File: config.mk
export PLATFORM = sky130hd
export DESIGN_NAME = avdr_reader
export DESIGN_NICKNAME = d
export VERILOG_FILES = /design/src/rtl/avdr_pkg.sv /design/src/rtl/avdr_fifo.sv /design/src/rtl/avdr_bank_timer.sv /design/src/rtl/avdr_reader.sv
export SDC_FILE = /design/constraint.sdc
export NUM_CORES = 1
export LEC_CHECK = 0
export BUFFER_PORTS_ARGS = -buffer_cell sky130_fd_sc_hd__buf_2
export CAP_MARGIN = 10
export CELL_PAD_IN_SITES_DETAIL_PLACEMENT = 2
export CELL_PAD_IN_SITES_GLOBAL_PLACEMENT = 2
export CORE_AREA = 2 2 206 208
export CTS_CLUSTER_SIZE = 14
export DETAILED_ROUTE_END_ITERATION = 8
export DIE_AREA = 0 0 208 210
export HOLD_SLACK_MARGIN = 0.02
export PLACE_DENSITY = 0.83
export SYNTH_ARGS = -nofsm -noshare
export SYNTH_HDL_FRONTEND = slang
export SYNTH_SLANG_ARGS = --single-unit
File: constraint.sdc
create_clock -name clk_sys_i -period 4.7 [get_ports clk_sys_i]
set_clock_uncertainty 0.05 [all_clocks]
set_input_delay 0 -clock clk_sys_i [delete_from_list [all_inputs] [get_ports clk_sys_i]]
set_output_delay 0 -clock clk_sys_i [all_outputs]
set_load 0.02 [all_outputs]
File: src/rtl/avdr_pkg.sv
// Purpose : Shared constants and types for the async port video DMA reader
// Assumes : 50 MHz peripheral clock, synchronous active-low reset
// Notes   : Overview of the block's behaviour follows
// Overview of operation
// Each read access fetches one 32-bit word
// Cycle start asserts bank select, enable, strobe
// Strobe held for per-bank access delay
// Four banks, each with own select line
// Select follows strobe, plus configured hold cycles
// DMA split into bursts of eight reads
// Transfer count programmable up to 64k words
// Reads pause during descriptor reload
// Source brackets active video with timing preambles (the bench source only opens each line with the start-of-active-video code)
// Source delivers exactly 720 pixels per line
// Source may use separate sync pins instead
// Nine idle cycles follow each burst of eight
// Read data captured when strobe deasserts
package avdr_pkg;

   localparam int unsigned DATA_W        = 32;
   localparam int unsigned BANKS         = 4;
   localparam int unsigned BANK_W        = 2;
   localparam int unsigned DLY_W         = 4;
   localparam int unsigned CNT_W         = 17;
   localparam int unsigned BURST_LEN     = 8;
   localparam int unsigned BURST_GAP     = 9;
   localparam int unsigned RELOAD_CYC    = 4;
   localparam int unsigned FIFO_DEPTH    = 8;
   localparam logic [CNT_W-1:0] MAX_COUNT = 17'h1_0000;
   localparam logic [BANKS-1:0] SEL_IDLE  = 4'hF;

   typedef enum logic [2:0]
   {
      ST_IDLE   = 3'b000,
      ST_STROBE = 3'b001,
      ST_HOLD   = 3'b010,
      ST_GAP    = 3'b011,
      ST_RELOAD = 3'b100
   } avdr_state_t;

   typedef struct packed
   {
      logic [DLY_W-1:0] access_cyc;
      logic [DLY_W-1:0] hold_cyc;
   } avdr_bank_cfg_t;

   typedef struct packed
   {
      logic [BANK_W-1:0] bank;
      logic [CNT_W-1:0]  count;
      logic              last;
   } avdr_desc_t;

endpackage

File: src/rtl/avdr_fifo.sv
// Purpose : Small synchronous FIFO in the read data path
// Assumes : Single clock, write and read may happen in the same cycle
// Notes   : Read data comes from a register
`timescale 1ns/100ps
`default_nettype none
module avdr_fifo
#(
   parameter int unsigned WIDTH = 32,
   parameter int unsigned DEPTH = 8
)
(
   // Clock and reset
   input  wire logic             clk_sys_i,
   input  wire logic             rst_n_i,
   input  wire logic             ce_i,
   // Fill side
   input  wire logic             in_valid_i,
   output logic                  in_ready_o,
   input  wire logic [WIDTH-1:0] in_data_i,
   // Drain side
   output logic                  out_valid_o,
   input  wire logic             out_ready_i,
   output logic      [WIDTH-1:0] out_data_o
);
   localparam int unsigned AW = $clog2(DEPTH);

   logic [WIDTH-1:0] mem_q [DEPTH];
   logic [AW-1:0]    wp_q, wp_d, rp_q, rp_d;
   logic [AW:0]      cnt_q, cnt_d;
   logic             ov_q, ov_d;
   logic [WIDTH-1:0] od_q, od_d;
   logic             wr, pop, load;

   // Output register is refilled whenever it is empty or being taken
   always_comb
   begin
      wr    = in_valid_i && (cnt_q != (AW+1)'(DEPTH));
      load  = (cnt_q != '0) && (!ov_q || out_ready_i);
      pop   = load;
      wp_d  = wr ? wp_q + AW'(1) : wp_q;
      rp_d  = pop ? rp_q + AW'(1) : rp_q;
      cnt_d = cnt_q + (AW+1)'(wr) - (AW+1)'(pop);
      ov_d  = load ? 1'b1 : (out_ready_i ? 1'b0 : ov_q);
      od_d  = load ? mem_q[rp_q] : od_q;
   end

   always_ff @(posedge clk_sys_i)
   begin
      if (!rst_n_i)
      begin
         wp_q  <= '0;
         rp_q  <= '0;
         cnt_q <= '0;
         ov_q  <= 1'b0;
         od_q  <= '0;
      end
      else if (ce_i)
      begin
         wp_q  <= wp_d;
         rp_q  <= rp_d;
         cnt_q <= cnt_d;
         ov_q  <= ov_d;
         od_q  <= od_d;
         if (wr)
            mem_q[wp_q] <= in_data_i;
      end
   end

   assign in_ready_o  = (cnt_q != (AW+1)'(DEPTH));
   assign out_valid_o = ov_q;
   assign out_data_o  = od_q;
endmodule
`default_nettype wire

File: src/rtl/avdr_bank_timer.sv
// Purpose : Loadable cycle down-counter for the per-bank timing phases
// Assumes : Bank configuration held stable during an access
// Notes   : Loads the delay for a phase, counts it down and flags its last cycle
`timescale 1ns/100ps
`default_nettype none
module avdr_bank_timer
   import avdr_pkg::*;
(
   // Clock and reset
   input  wire logic                             clk_sys_i,
   input  wire logic                             rst_n_i,
   input  wire logic                             ce_i,
   // Load and count
   input  wire logic                             load_i,
   input  wire logic [avdr_pkg::DLY_W-1:0]       value_i,
   output logic                                  done_o
);
   logic [DLY_W-1:0] cnt_q, cnt_d;

   always_comb
   begin
      if (load_i)
         cnt_d = value_i;
      else if (cnt_q != '0)
         cnt_d = cnt_q - DLY_W'(1);
      else
         cnt_d = cnt_q;
   end

   always_ff @(posedge clk_sys_i)
   begin
      if (!rst_n_i)
         cnt_q <= '0;
      else if (ce_i)
         cnt_q <= cnt_d;
   end

   assign done_o = (cnt_q == DLY_W'(1)) || (cnt_q == '0);
endmodule
`default_nettype wire

File: src/rtl/avdr_reader.sv
// Purpose : Async memory port read engine run under DMA descriptors
// Assumes : Inputs synchronous to clk_sys_i; descriptor offered by valid/ready
// Notes   : Fetched words pass through an 8-word FIFO to the consumer
`timescale 1ns/100ps
`default_nettype none
module avdr_reader
   import avdr_pkg::*;
(
   // Clock, reset, enable
   input  wire logic                              clk_sys_i,
   input  wire logic                              rst_n_i,
   input  wire logic                              ce_i,
   // Per-bank timing configuration
   input  wire avdr_pkg::avdr_bank_cfg_t [3:0]    bank_cfg_i,
   // Descriptor input
   input  wire logic                              desc_valid_i,
   input  wire avdr_pkg::avdr_desc_t              desc_i,
   output logic                                   desc_ready_o,
   // External async port
   output logic [avdr_pkg::BANKS-1:0]             bank_select_n_o,
   output logic                                   bus_output_enable_n_o,
   output logic                                   read_strobe_n_o,
   input  wire logic [avdr_pkg::DATA_W-1:0]       ext_data_i,
   // Word stream out
   output logic                                   word_valid_o,
   input  wire logic                              word_ready_i,
   output logic [avdr_pkg::DATA_W-1:0]            word_data_o,
   // Status
   output logic                                   busy_o,
   output logic                                   done_o
);

   ////////////////////////////////////////////////////////////////////////
   // Helpers

   function automatic logic [BANKS-1:0] bank_decode(input logic [BANK_W-1:0] b);
      logic [BANKS-1:0] s;
      s = SEL_IDLE;
      s[b] = 1'b0;
      return s;
   endfunction

   function automatic logic [DLY_W-1:0] at_least_one(input logic [DLY_W-1:0] v);
      return (v == '0) ? DLY_W'(1) : v;
   endfunction

   ////////////////////////////////////////////////////////////////////////
   // State

   avdr_state_t       st_q, st_d;
   logic [BANK_W-1:0] bank_q, bank_d;
   logic [CNT_W-1:0]  left_q, left_d;
   logic              last_q, last_d;
   logic [2:0]        beat_q, beat_d;
   logic [3:0]        gap_q, gap_d;
   logic [BANKS-1:0]  sel_q, sel_d;
   logic              oe_q, oe_d;
   logic              re_q, re_d;
   logic              busy_q, busy_d;
   logic              done_q, done_d;
   logic              dready_q, dready_d;
   logic              cap_vld_q, cap_vld_d;
   logic [DATA_W-1:0] cap_q, cap_d;

   logic              t_load, t_done;
   logic [DLY_W-1:0]  t_val;
   logic              fifo_rdy;
   logic              rd_start, rd_end, rd_release, cap_take;
   logic [BANK_W-1:0] rd_bank;
   logic [DLY_W-1:0]  acc_eff [BANKS];
   logic [DLY_W-1:0]  hold_eff [BANKS];

   // Each bank's delays are resolved once so the engine only indexes them
   for (genvar g = 0; g < BANKS; g++)
   begin : g_bank
      assign acc_eff[g]  = at_least_one(bank_cfg_i[g].access_cyc);
      assign hold_eff[g] = bank_cfg_i[g].hold_cyc;
   end

   avdr_bank_timer u_timer
   (
      .clk_sys_i (clk_sys_i),
      .rst_n_i   (rst_n_i),
      .ce_i      (ce_i),
      .load_i    (t_load),
      .value_i   (t_val),
      .done_o    (t_done)
   );

   // Capture register feeds the FIFO; a word waits here if the FIFO is full
   avdr_fifo #(.WIDTH(DATA_W), .DEPTH(FIFO_DEPTH)) u_fifo
   (
      .clk_sys_i   (clk_sys_i),
      .rst_n_i     (rst_n_i),
      .ce_i        (ce_i),
      .in_valid_i  (cap_vld_q),
      .in_ready_o  (fifo_rdy),
      .in_data_i   (cap_q),
      .out_valid_o (word_valid_o),
      .out_ready_i (word_ready_i),
      .out_data_o  (word_data_o)
   );

   ////////////////////////////////////////////////////////////////////////
   // Next state

   always_comb
   begin
      st_d       = st_q;
      bank_d     = bank_q;
      left_d     = left_q;
      last_d     = last_q;
      beat_d     = beat_q;
      gap_d      = gap_q;
      busy_d     = busy_q;
      done_d     = 1'b0;
      dready_d   = 1'b0;
      rd_start   = 1'b0;
      rd_end     = 1'b0;
      rd_release = 1'b0;
      rd_bank    = bank_q;
      cap_take   = 1'b0;
      t_load     = 1'b0;
      t_val      = acc_eff[bank_q];

      unique case (st_q)
         ST_IDLE:
         begin
            // Strobe only begins when the capture slot is free
            if (desc_valid_i && !dready_q && !cap_vld_q)
            begin
               dready_d = 1'b1;
               bank_d   = desc_i.bank;
               // Zero or oversize count means the largest transfer
               left_d   = (desc_i.count == '0 || desc_i.count > MAX_COUNT) ?
                          MAX_COUNT : desc_i.count;
               last_d   = desc_i.last;
               beat_d   = '0;
               busy_d   = 1'b1;
               rd_start = 1'b1;
               rd_bank  = desc_i.bank;
               t_load   = 1'b1;
               t_val    = acc_eff[desc_i.bank];
               st_d     = ST_STROBE;
            end
         end
         ST_STROBE:
         begin
            if (t_done)
            begin
               rd_end   = 1'b1;
               cap_take = 1'b1;
               left_d   = left_q - CNT_W'(1);
               beat_d   = beat_q + 3'(1);
               if (hold_eff[bank_q] != '0)
               begin
                  t_load = 1'b1;
                  t_val  = hold_eff[bank_q];
                  st_d   = ST_HOLD;
               end
               else
               begin
                  rd_release = 1'b1;
                  st_d       = ST_GAP;
                  gap_d = (beat_q == 3'(BURST_LEN - 1)) ? 4'(BURST_GAP) : 4'h0;
               end
            end
         end
         ST_HOLD:
         begin
            if (t_done)
            begin
               rd_release = 1'b1;
               st_d       = ST_GAP;
               gap_d      = (beat_q == '0) ? 4'(BURST_GAP) : 4'h0;
            end
         end
         ST_GAP:
         begin
            if (gap_q != '0)
               gap_d = gap_q - 4'(1);
            else if (left_q == '0)
            begin
               gap_d = 4'(RELOAD_CYC);
               st_d  = ST_RELOAD;
            end
            else if (!cap_vld_q)
            begin
               rd_start = 1'b1;
               t_load   = 1'b1;
               st_d     = ST_STROBE;
            end
         end
         ST_RELOAD:
         begin
            // External reads stay paused while the next descriptor loads
            if (gap_q != '0)
               gap_d = gap_q - 4'(1);
            else
            begin
               done_d = 1'b1;
               busy_d = !last_q && desc_valid_i;
               st_d   = ST_IDLE;
            end
         end
         default:
            st_d = ST_IDLE;
      endcase
   end

   ////////////////////////////////////////////////////////////////////////
   // Registers

   always_ff @(posedge clk_sys_i)
   begin
      if (!rst_n_i)
      begin
         st_q      <= ST_IDLE;
         bank_q    <= '0;
         left_q    <= '0;
         last_q    <= 1'b0;
         beat_q    <= '0;
         gap_q     <= '0;
         busy_q    <= 1'b0;
         done_q    <= 1'b0;
         dready_q  <= 1'b0;
      end
      else if (ce_i)
      begin
         st_q      <= st_d;
         bank_q    <= bank_d;
         left_q    <= left_d;
         last_q    <= last_d;
         beat_q    <= beat_d;
         gap_q     <= gap_d;
         busy_q    <= busy_d;
         done_q    <= done_d;
         dready_q  <= dready_d;
      end
   end

   ////////////////////////////////////////////////////////////////////////
   // Port drive

   // Strobe end and select release share a cycle when no hold is set
   always_comb
   begin
      sel_d = sel_q;
      oe_d  = oe_q;
      re_d  = re_q;
      if (rd_start)
      begin
         sel_d = bank_decode(rd_bank);
         oe_d  = 1'b0;
         re_d  = 1'b0;
      end
      if (rd_end)
         re_d = 1'b1;
      if (rd_release)
      begin
         sel_d = SEL_IDLE;
         oe_d  = 1'b1;
      end
   end

   always_ff @(posedge clk_sys_i)
   begin
      if (!rst_n_i)
      begin
         sel_q <= SEL_IDLE;
         oe_q  <= 1'b1;
         re_q  <= 1'b1;
      end
      else if (ce_i)
      begin
         sel_q <= sel_d;
         oe_q  <= oe_d;
         re_q  <= re_d;
      end
   end

   ////////////////////////////////////////////////////////////////////////
   // Capture register

   always_comb
   begin
      cap_d     = cap_q;
      cap_vld_d = cap_vld_q && !fifo_rdy;
      if (cap_take)
      begin
         cap_d     = ext_data_i;
         cap_vld_d = 1'b1;
      end
   end

   always_ff @(posedge clk_sys_i)
   begin
      if (!rst_n_i)
      begin
         cap_vld_q <= 1'b0;
         cap_q     <= '0;
      end
      else if (ce_i)
      begin
         cap_vld_q <= cap_vld_d;
         cap_q     <= cap_d;
      end
   end

   assign bank_select_n_o       = sel_q;
   assign bus_output_enable_n_o = oe_q;
   assign read_strobe_n_o       = re_q;
   assign busy_o                = busy_q;
   assign done_o                = done_q;
   assign desc_ready_o          = dready_q;

endmodule
`default_nettype wire

# Yosys cells after proc, flatten, opt, wreduce, memory -nomap -nowiden
# Memory sizes are Yosys's and may differ from the RTL's. A register that Yosys moved wholly into a read port is not among the register bits.
# Cells that the tools add are included.
[word_totals]
ff_bits = 87
ram_bits = 256
memories = 1
[op_classes]
addsub = 8
magnitude_cmp = 5
eq_ne = 16
muxes = 79
bitwise_logic = 3
reduce_logical = 48
[memory_table]
columns = ["memory", "depth", "word_bits", "read_ports", "rd_clocked_by_memory_dff", "write_ports", "line", "rtl"]
rows = [
  ["u_fifo.mem_q", 8, 32, 1, 1, 1, "avdr_fifo.sv:27", "logic [WIDTH-1:0] mem_q [DEPTH];"],
]
[ops]
columns = ["cell", "n"]
rows = [
  ["$mux W4", 25],
  ["$mux W17", 3],
  ["$logic_not A17 Y1", 2],
  ["$pmux W17 S2", 1],
  ["$mux W1", 27],
  ["$mux W3", 9],
  ["$bmux W4 S2", 3],
  ["$logic_not A4 Y1", 5],
  ["$reduce_bool A4 Y1", 5],
  ["$gt A17 B17 Y1 const B", 1],
  ["$sub A17 B1 Y17 const B", 1],
  ["$pmux W4 S4", 1],
  ["$pmux W3 S5", 1],
  ["$ne A2 B2 Y1 const B", 7],
  ["$reduce_and A2 Y1", 7],
  ["$reduce_and A7 Y1", 2],
  ["$reduce_bool A2 Y1", 6],
  ["$add A3 B1 Y3 const B", 3],
  ["$pmux W4 S2", 1],
  ["$reduce_and A4 Y1", 2],
  ["$sub A4 B1 Y4 const B", 2],
  ["$logic_and A1 B1 Y1", 7],
  ["$eq A3 B2 Y1 const B", 2],
  ["$eq A3 B3 Y1 const B", 2],
  ["20 further kinds", 34],
]

# Depth between registers and ports, before layout
# Gate-level depths: netlist (run 1).
[depth]
depth_word = 12
ltp_mapped = 11
ltp_nobuf = 11

# By module
# A second synthesis (run 1) with hierarchy kept.
[unflattened]
hier_cells = 1095
area_unflattened_um2 = 15404.8
[modules_own_cells]
columns = ["module", "instances", "cells_per_inst", "area_per_inst_um2", "seq_area_each_um2"]
rows = [
  ["avdr_fifo", 1, 554, 11153.2, 8548.2],
  ["avdr_reader", 1, 504, 3953.8, 1441.4],
  ["avdr_bank_timer", 1, 37, 297.8, 80.1],
]

# Least setup slack after synthesis (run 1)
# No wires, ideal clock.
[synth_timing]
path_type = "flip-flop to flip-flop"
from = "reg u_fifo.cnt_q[2]"
to = "mem u_fifo.mem_q[2][0] (enable)"
setup_ns = 0.513
arrival_time_ns = 4.579
required_time_ns = 4.137
setup_slack_ns = -0.442
path_stages_with_launch = 8
path_cell_list = "dfxtp_1 > inv_1 > ha_1 > a21oi_1 > and2_1 > clkbuf_1 > nand2_1 > nor4b_1"
[synth_between]
elab_chain_cells = 6
[synth_rtl]
columns = ["item", "line", "rtl"]
rows = [
  ["from (decl)", "avdr_fifo.sv:29", "logic [AW:0] cnt_q, cnt_d;"],
  ["from (signal assigned)", "avdr_fifo.sv:61", "cnt_q <= cnt_d;"],
  ["$ne A4 B4 Y1", "avdr_fifo.sv:37", "wr = in_valid_i && (cnt_q != (AW+1)'(DEPTH));"],
  ["$logic_and A1 B1 Y1", "avdr_fifo.sv:37", ""],
  ["$mux W1", "avdr_fifo.sv:64", "if (wr)"],
  ["$mux W1", "avdr_fifo.sv:57", "else if (ce_i)"],
  ["$mux W1", "avdr_fifo.sv:49", "if (!rst_n_i)"],
  ["$mux W1 (implied by the code)", "avdr_fifo.sv:65", "mem_q[wp_q] <= in_data_i;"],
  ["to (decl)", "avdr_fifo.sv:27", ""],
]
# Every way passes these cells.

# Worst setup path in the final report (run 1)
[layout_timing]
from = "reg u_fifo.cnt_q[2]"
to = "mem u_fifo.mem_q[4][18] (enable)"
# The elaborated chain is that of the path after synthesis.

==> results of run 1 <==
-- cells by family after synthesis --
| kind of cell | synth area share, % |
|---|---|
| buf+inv | 2.52 |
| compound gates | 8.73 |
| fa+ha+maj | 1.58 |
| mux | 13.4 |
| simple gates | 8.63 |
| flops | 64.7 |
| xor+xnor | 0.394 |
-- report_power, final --
group          leakage (nW)  switching (mW)  internal (mW)
combinational          2.60            1.19          0.946
sequential             3.39           0.341           3.73
clock                 0.685            1.37           1.98
-- layer usage --
| layer | global-route usage (%) | wire length (um) |
|---|---|---|
| met1 | 25.7 | 18900 |
| met2 | 40.5 | 25300 |
| met3 | 3.07 | 1500 |
| met4 | 5.99 | 893 |
| met5 | 0 | 0 |
-- worst min-delay path, delay by kind of cell --
kind | cells | cell delay, ns
AO/OA/AOI/OAI | 2 | 0.19
buffers and inverters | 1 | 0.10
multiplexers | 1 | 0.25
AND/OR/NAND/NOR | 1 | 0.08
-- Yosys cell counts (13+ instances only) --
cell	number	area [um^2]
dfxtp_1	119	2380
a21oi_1	56	280
buf_2	13	65.1
ha_1	18	225
inv_1	25	93.8
nand2_1	116	435
mux4_2	71	1600
nor3_1	28	140
nor2_1	72	270
clkbuf_1	52	195
o21ai_0	23	115
edfxtp_1	256	7690
o211a_1	22	220
a211oi_1	20	150
mux2i_1	40	400
nand3_1	18	90.1
-- sequential cells by signal (all words and copies together), names as in the netlist --
name                   cells
bus_output_enable_n_o      1
done_o                     1
u_fifo.wp_q                3
desc_ready_o               1
bank_q                     2
beat_q                     3
u_fifo.rp_q                3
cap_q                     32
u_fifo.cnt_q               4
u_fifo.mem_q             256
left_q                    17
busy_o                     1
st_q                       3
bank_select_n_o            4
last_q                     1
u_fifo.out_data_o         32
u_timer.cnt_q              4
read_strobe_n_o            1
u_fifo.out_valid_o         1
cap_vld_q                  1
gap_q                      4
-- metrics by stage --
| step | std cells | util (%) | area [um^2] | total power, mW |
|---|---|---|---|---|
| after global routing | 1853 | 45.5 | 18900 | 10.0 |
| after CTS | 1852 | 45.5 | 18900 | 9.67 |
| after floorplan | 1096 | - | 15600 | 5.53 |
| after global placement | 1711 | 40.6 | 16800 | 6.11 |
| after detailed placement | 1711 | 40.6 | 16800 | 6.23 |
| final | 1853 | 45.5 | 18900 | 9.56 |
-- cell type report --
class                   count  share of cell area [%]
clock buffers              60                    6.47
multi-input cells         623                    27.5
clock inverters            18                   0.967
flip-flops and latches    375                    53.4
inverters                  25                   0.504
well taps                 539                    3.57
repair buffers            213                    7.65
-- cell usage in the layout (no fill, tap or decap), drive strengths merged, types with 3 or more instances in the layout --
master and n:
a211oi 20, a21boi 12, a21o 3, a21oi 56, a22o 4, a22oi 8
a311oi 4, a31oi 11, a32o 3, and2 5, buf 150, bufinv 3
clkbuf 60, clkinv 15, dfxtp 119, dlygate4sd3 63, edfxtp 256, ha 18
inv 24, mux2i 40, mux4 74, nand2 116, nand2b 4, nand3 18
nand4 4, nor2 72, nor2b 4, nor3 29, nor3b 9, nor4 7
nor4b 5, o211a 22, o21a 4, o21ai 23, or3 8, xnor2 4
xor2 3
-- path summary, 6_finish.rpt --
path	start	endpoint	slack [ns]	cells past startpoint
worst max-delay path	u_fifo.cnt_q[2]$_SDFFE_PN0P_	u_fifo.mem_q[4][18]$_DFFE_PP_	1.58	7
worst min-delay path	bank_cfg_i[7]	u_timer.cnt_q[3]$_SDFFE_PN0P_	0.06	5
worst max register to register	u_fifo.cnt_q[2]$_SDFFE_PN0P_	u_fifo.mem_q[4][18]$_DFFE_PP_	1.58	7
worst min register to register	gap_q[1]$_SDFFE_PN0P_	gap_q[1]$_SDFFE_PN0P_	0.44	2
-- repair_timing --
item,4_1_cts,5_1_grt
resized for setup,0,0
endpoints found under the setup margin,0,0
hold buffers,63,0
buffers inserted,0,0
hold endpoints to repair,76,0
==> impl_metrics.toml, run 1 <==
[status]
outcome = "complete, no violations"

[synth]
syn_area_um2 = 15600
synth-seq-cells = 375
synthArstFlopShare_pct = 0
synth_nets = 1204
avgSynthCellArea_um2 = 14.2
yosys_warnings = 0
synth_edf_count = 256
ys.flop_type = "edfxtp_1"
synth_cells = 1096
ys_seq_area_share_pct = 64.7
ys_types = 63

[clock_network]
cts_buffers = 42
clockBufferDepth = 3
cts_tree = "done"
clockRootBuffer = "clkbuf_16"
clkLatencyLatePin_ns = 0.57
cts_sinks = 375
cts.clk_slew.worst_paths_ns = 0.06
cts_max_level = 2

[timing]
fin_crit_sh_pct = 66.5
tns_ns = 0
hold_violations = 0
whs_ns = 0.0614
setup_viol = 0
max_freq_mhz = 320
fin_crit_ns = 3.12
setup_ws_ns = 1.58
worst_slew_pin_slew_ns = 1.09
worst_slew_margin_rel_pct = 27.3
rsz0062_at_grt = "false"
final_max_slew_viol_count = 0

[die]
io_pins = 131
die_y_um = 210
die_area_um2 = 43700
start_util_pct = 37.5
fp-row-count = 75
die-width_um = 208
fp.coreArea_um2 = 41500

[placement]
io_buffers = 130
dp_hpwl_um = 28900
dp_slack_ns = 1.71
gp_congestion = 0.814

[critical_path]
crit_path_start_kind = "flop"
worst-setup-path-type = "flop to flop"
cp.arrival_ns = 3.27
crit_family = "simple AND/OR/NAND/NOR gates"
cp_slowest_cell = "nor4b_4"
cp_max_fo = 27
path_buf_inv = 2
worstPathRequired_ns = 4.85
end_kind = "flop"
cp_slowest_stage_delay_ns = 0.63
path_cells = "inv_1, ha_1, a21oi_1, and2_1, nand2_1, nor4b_4, buf_4"

[finish]
drive_gt1_share_pct = 23.5
n_antenna_cell = 0
fillers = 4014
area_delta_synth_final_pct = 21.4
multiInputGateArea_um2 = 5190
ff_latch_area_um2 = 10100
layout.nets = 1388

[power_and_ir_drop]
static-leakage-power_nw = 6.68
powerDensity_nw_per_um2 = 506
peakVddDrop_v = 0.000313

[grt]
grt_antenna_before_repair = 0
overflow = 0
grt_pass1_vias = 11472
grt_use_total_pct = 21.6
grt_max_degree = 67
grt_pass1_wl_um = 71400

[routing]
antenna_left = 0
totalWireLength_um = 46600
via_count = 10216
firstDrtPassIters = 5
avgRoutedWirePerCell_um = 25.1
drt_iter0_drc = 580
routed_via_density = 5.51
route.detailed.drc = 0

[worst_hold_path]
hp-class = "input port to flop"

[run]
drv_cap = 0
Power figures use the tool's default switching activity.
==> run 2: changes to the inputs <==
--- a/config.mk
+++ b/config.mk
@@ -5,16 +5,17 @@
 export SDC_FILE = /design/constraint.sdc
 export NUM_CORES = 1
 export LEC_CHECK = 0
+export ABC_AREA = 1
 export BUFFER_PORTS_ARGS = -buffer_cell sky130_fd_sc_hd__buf_2
 export CAP_MARGIN = 10
 export CELL_PAD_IN_SITES_DETAIL_PLACEMENT = 2
 export CELL_PAD_IN_SITES_GLOBAL_PLACEMENT = 2
-export CORE_AREA = 2 2 206 208
+export CORE_AREA = 2 2 204 206
 export CTS_CLUSTER_SIZE = 14
 export DETAILED_ROUTE_END_ITERATION = 8
-export DIE_AREA = 0 0 208 210
+export DIE_AREA = 0 0 206 208
 export HOLD_SLACK_MARGIN = 0.02
-export PLACE_DENSITY = 0.83
+export PLACE_DENSITY = 0.88
 export SYNTH_ARGS = -nofsm -noshare
 export SYNTH_HDL_FRONTEND = slang
 export SYNTH_SLANG_ARGS = --single-unit
==> constraint.sdc (replaced) <==
create_clock -name clk_sys_i -period 3.2 [get_ports clk_sys_i]
set_clock_uncertainty 0.05 [all_clocks]
set_input_delay 0 -clock clk_sys_i [delete_from_list [all_inputs] [get_ports clk_sys_i]]
set_output_delay 0 -clock clk_sys_i [all_outputs]
set_load 0.02 [all_outputs]
==> run 2 against run 1 <==
Compared with the run above:
- worst setup slack got worse by 1.3 ns
- clock-buffer cell count increased by 2
- critical path depth increased by 4
- register-to-register slack got worse by 1.3 ns
- flip-flop and latch count unchanged
- cell count increased by 23%
- clock power increased by 47%
- routed wire length increased by 17%
- synthesized cell count increased by 37%
- largest cell class unchanged
- largest power group unchanged
- highest routed layer unchanged
==> impl_metrics.toml, run 2 <==
[finish]
drive_gt1_share_pct = 15.2
final_cell_area_um2 = 19200
largest_reg_flops = 256
final_cell_mix = "nor2_1 (262), edfxtp_1 (256), o21ai_0 (205)"
layout.nets = 1812
fin_util_pct = 47.3
final_common_cell = "nor2_1"
final_cells = 2271
area_delta_synth_final_pct = 22.2
top_register = "u_fifo.mem_q"

[synth]
syn_area_um2 = 15700
synth.most_common_cell = "nor2_1"
synth_area_leader_cell = "edfxtp_1"
yosys_warnings = 0
synth_edf_count = 256
ys_types = 47
synth_nets = 1612
ys_seq_area_share_pct = 64.1
synth_cells = 1504
avgSynthCellArea_um2 = 10.4
ys.flop_type = "edfxtp_1"
synthTopCellsByCount = "nor2_1 (266), edfxtp_1 (256), o21ai_0 (205)"
synth.area.top_cells = "edfxtp_1 (49%), dfxtp_1 (15%), o21ai_0 (6.5%), nor2_1 (6.4%), nand2_1 (3.6%)"
synth_top_area_share_pct = 48.9
synth-seq-cells = 375
synthArstFlopShare_pct = 0

[die]
start_util_pct = 38.7
die-width_um = 206
fp-row-count = 74
die_y_um = 208
fp.coreArea_um2 = 40600
die_area_um2 = 42800
io_pins = 131

[placement]
postPlaceCellArea_um2 = 17000
io_buffers = 130
dp_hpwl_um = 32400
dp_slack_ns = 0.585
dpl.cell_count = 2110
gp_congestion = 0.814

[routing]
via_count = 12591
avgRoutedWirePerCell_um = 23.9
drt_iter0_drc = 666
route.detailed.drc = 0
firstDrtPassIters = 5
antenna_left = 0
routed_via_density = 5.54
totalWireLength_um = 54400

[critical_path]
worst-setup-path-type = "flop to flop"
cp_max_fo = 25
worstPathRequired_ns = 3.64
cp.arrival_ns = 3.40
end_kind = "flop"
cpMostUsedCell = "nor2_1"
cp_slowest_cell = "inv_2"
path_cells = "inv_1, ha_1, nor2_1, nor2_2, nand2_1, nor2_4, inv_2, buf_4, nor2_1, nor2_1, dlygate4sd3_1"
crit_path_start_kind = "flop"
cp_slowest_stage_delay_ns = 0.56

[timing]
fin_crit_ns = 2.96
setup_ws_ns = 0.240
fin_crit_sh_pct = 92.5
worst_slew_pin_slew_ns = 0.959
worst_slew_margin_rel_pct = 36.1
rsz0062_at_grt = "false"
tns_ns = 0
hold_violations = 0
max_freq_mhz = 338
final_max_slew_viol_count = 0
setup_viol = 0

[status]
outcome = "complete, no violations"

[power_and_ir_drop]
peakVddDrop_v = 0.000326
powerDensity_nw_per_um2 = 664
static-leakage-power_nw = 7.41

[grt]
use_met2_pct = 46.2
grt_pass1_wl_um = 84200
grt_pass1_vias = 14150
grt_max_degree = 130
met3_usage_pct = 3.46
top_usage_layer = "met2"
grt_use_met1_pct = 30.9
overflow = 0
grt_use_total_pct = 25.7
grt_antenna_before_repair = 1

[clock_network]
cts_tree = "done"
clkLatencyLatePin_ns = 0.56
post-cts-setup-buffers = 0
cts.clk_slew.worst_paths_ns = 0.06
cts_buffers = 42
cts_sinks = 375
cts_max_level = 2
clockRootBuffer = "clkbuf_16"
clockBufferDepth = 3

[run]
drv_cap = 0

[worst_hold_path]
hp-class = "input port to flop"
[run 2: cell count changes after synthesis, moves of 19 or more]
cell	before	now
mux4_2	71	0
o221ai_1	1	20
inv_1	25	67
a21oi_1	56	94
nand2_1	116	149
nor2_1	72	266
o22ai_1	2	24
o21ai_0	23	205
nand3_1	18	47
o211a_1	22	0
[run 2: logic make-up (layout without fill, tap and decap cells)]
kind of cell | Yosys count | after routing | synth area share, %
adders and majority gates | 19 | 19 | 1.56
other | 0 | 1 | 0
buffers and inverters | 163 | 397 | 4.24
and+or+nand+nor | 513 | 513 | 13.4
xor gates and xnor gates | 7 | 7 | 0.390
muxes | 32 | 32 | 2.04
AOI/OAI and AO/OA | 395 | 395 | 14.2
DFF | 375 | 375 | 64.1
[run 2: stage by stage]
stage | power [mW] | hold slack (ns)
5_1_grt | 13.3 | 0.180
3_5_place_dp | 7.76 | 0.189
4_1_cts | 12.8 | 0.0304
6_report | 12.8 | 0.0909
2_1_floorplan | 7.02 | 0.0849
3_3_place_gp | 7.59 | 0.180
[run 2: worst max-delay path, delay by kind of cell (launching register included)]
kind	cells	cell delay [ns]
buffers and inverters	4	1.55
DFF	1	0.36
and+or+nand+nor	6	0.68
adders and majority gates	1	0.23
[run 2: power breakdown]
part | switching [mW] | total, mW | internal (mW)
Clock | 2.04 | 4.94 | 2.90
Sequential | 0.237 | 5.63 | 5.39
Combinational | 1.46 | 2.19 | 0.721
Total | 3.74 | 12.8 | 9.01
[run 2: cell type report]
cell class                      count  area, um^2
Inverter                           79         303
Antenna cell                        1        2.50
Tap cell                          532         666
Timing Repair Buffer              240        1720
Sequential cell                   375       10100
Clock inverter                     16         139
Clock buffer                       62        1260
Multi-Input combinational cell    966        5030
Fill cell                        4161       21400
[run 2: what timing repair did]
item | CTS | global route
hold buffers | 82 | 0
gates resized for setup | 0 | 0
hold endpoints to repair | 91 | 0
[run 2: worst paths after layout]
path / start / slack [ns] / endpoint / cells past startpoint
setup / recovery: u_timer.cnt_q[0]$_SDFFE_PN0P_ / 0.24 / cap_q[6]$_SDFFE_PN0P_ / 11
setup reg to reg: u_timer.cnt_q[0]$_SDFFE_PN0P_ / 0.24 / cap_q[6]$_SDFFE_PN0P_ / 11
hold reg to reg: bank_select_n_o[0]$_SDFFE_PN1P_ / 0.43 / bank_select_n_o[0]$_SDFFE_PN1P_ / 2
hold / removal: bank_cfg_i[30] / 0.09 / u_timer.cnt_q[2]$_SDFFE_PN0P_ / 7
[run 2: routing by layer]
layer  vias to the layer above  routed length (um)  share of wire (%)
met5                         -                   0                  0
met2                       284               28700                 53
met3                       114                1800                3.3
met4                         0                1790                3.3
li1                       5745                   -                  -
met1                      6448               22100                 41
==> run 3: changes to the inputs <==
--- a/config.mk
+++ b/config.mk
@@ -15,6 +15,7 @@
 export DETAILED_ROUTE_END_ITERATION = 8
 export DIE_AREA = 0 0 206 208
 export HOLD_SLACK_MARGIN = 0.02
+export MAX_ROUTING_LAYER = met4
 export PLACE_DENSITY = 0.88
 export SYNTH_ARGS = -nofsm -noshare
 export SYNTH_HDL_FRONTEND = slang
==> run 3 against run 2 <==
Compared with the run above:
- cell area unchanged
- cell count unchanged
- core utilization unchanged
- global-route usage up 0.79 points
- largest cell class unchanged
- highest routed layer unchanged
==> impl_metrics.toml, run 3 (synthesized netlist as in run 2, its figures left out) <==
[clock_network]
cts_buffers = 42
cts_sinks = 375
cts.clk_slew.worst_paths_ns = 0.06
post-cts-setup-buffers = 0
clockBufferDepth = 3
cts_resized = 0
clockRootBuffer = "clkbuf_16"
cts_hold_buf = 82
clkLatencyLatePin_ns = 0.56
cts_max_level = 2
cts_tree = "done"

[die]
io_pins = 131
fp-row-count = 74
fp.coreArea_um2 = 40600
die_area_um2 = 42800
start_util_pct = 38.7
die_y_um = 208
die-width_um = 206

[timing]
worst_slew_margin_rel_pct = 35.3
fin_crit_ns = 2.97
fin_crit_sh_pct = 92.8
worst_slew_pin_slew_ns = 0.971
final_max_slew_viol_count = 0
max_freq_mhz = 337
rsz0062_at_grt = "false"
setup_viol = 0
hold_violations = 0

[critical_path]
cp.arrival_ns = 3.41
crit_path_start_kind = "flop"
worstPathRequired_ns = 3.64
cp_max_fo = 25
worst-setup-path-type = "flop to flop"
end_kind = "flop"

[status]
outcome = "complete, no violations"

[placement]
io_buffers = 130
gp_congestion = 0.826
postPlaceCellArea_um2 = 17000
dp_hpwl_um = 32400

[finish]
top_register = "u_fifo.mem_q"
drive_gt1_share_pct = 15.2
final_common_cell = "nor2_1"
final_cell_area_um2 = 19200
layout.nets = 1812
final_cell_mix = "nor2_1 (262), edfxtp_1 (256), o21ai_0 (205)"
largest_reg_flops = 256
area_delta_synth_final_pct = 22.2

[power_and_ir_drop]
powerDensity_nw_per_um2 = 664
total_power_mw = 12.8
peakVddDrop_v = 0.000325
static-leakage-power_nw = 7.41

[grt]
grt_pass1_vias = 14130
grt_antenna_before_repair = 1
overflow = 0
grt_pass1_wl_um = 84300
grt_max_degree = 130
grt_use_total_pct = 26.5

[routing]
routed_via_density = 5.52
avgRoutedWirePerCell_um = 23.9
antenna_left = 0
route.detailed.drc = 0
via_count = 12526
drt_iter0_drc = 665
firstDrtPassIters = 7
totalWireLength_um = 54300

[worst_hold_path]
hp-class = "input port to flop"

[run]
drv_cap = 0
-- run 3: power by group --
part           switching (mW)  total [mW]  internal (mW)
Clock                    2.04        4.94           2.90
Sequential              0.235        5.62           5.39
Combinational            1.46        2.19          0.721
-- run 3: worst paths after layout --
kind / startpoint / to / slack (ns) / depth (start not counted)
setup / recovery: u_timer.cnt_q[0]$_SDFFE_PN0P_ / cap_q[6]$_SDFFE_PN0P_ / 0.23 / 11
hold / removal: bank_cfg_i[30] / u_timer.cnt_q[2]$_SDFFE_PN0P_ / 0.09 / 7
setup reg to reg: u_timer.cnt_q[0]$_SDFFE_PN0P_ / cap_q[6]$_SDFFE_PN0P_ / 0.23 / 11
hold reg to reg: bank_select_n_o[0]$_SDFFE_PN1P_ / bank_select_n_o[0]$_SDFFE_PN1P_ / 0.43 / 2
-- run 3: per-stage QoR --
stage | util, % | setup TNS, ns | worst slack (ns) | std cells | hold WS [ns]
after floorplan | - | -76.82 | -0.600 | 1504 | 0.0849
after global placement | 41.9 | 0 | 0.789 | 2110 | 0.180
after detailed placement | 41.9 | 0 | 0.585 | 2110 | 0.189
after CTS | 47.3 | 0 | 0.283 | 2270 | 0.0304
after global routing | 47.3 | 0 | 0.0556 | 2271 | 0.180
final | 47.3 | 0 | 0.231 | 2271 | 0.0926
-- run 3: cell type report --
class	count	area, um^2
Fill cell	4161	21400
Clock buffer	62	1260
Sequential cell	375	10100
Multi-Input combinational cell	966	5030
Inverter	79	303
Timing Repair Buffer	240	1720
Tap cell	532	666
Antenna cell	1	2.50
Clock inverter	16	139
-- run 3: critical path, stage by stage (launching register included) --
cell           delay [ns]
dfxtp_1              0.36
inv_1                0.09
ha_1                 0.23
nor2_1               0.14
nor2_2               0.09
nand2_1              0.19
nor2_4               0.05
inv_2                0.56
buf_4                0.34
nor2_1               0.08
nor2_1               0.14
dlygate4sd3_1        0.57
-- run 3: metal layers --
metal | global-route usage, % | wire length (um) | share of wire, %
met1 | 31.1 | 22300 | 41
met3 | 3.41 | 1760 | 3.2
met2 | 46.2 | 28500 | 52
met4 | 9.75 | 1810 | 3.3
met5 | - | 0 | 0
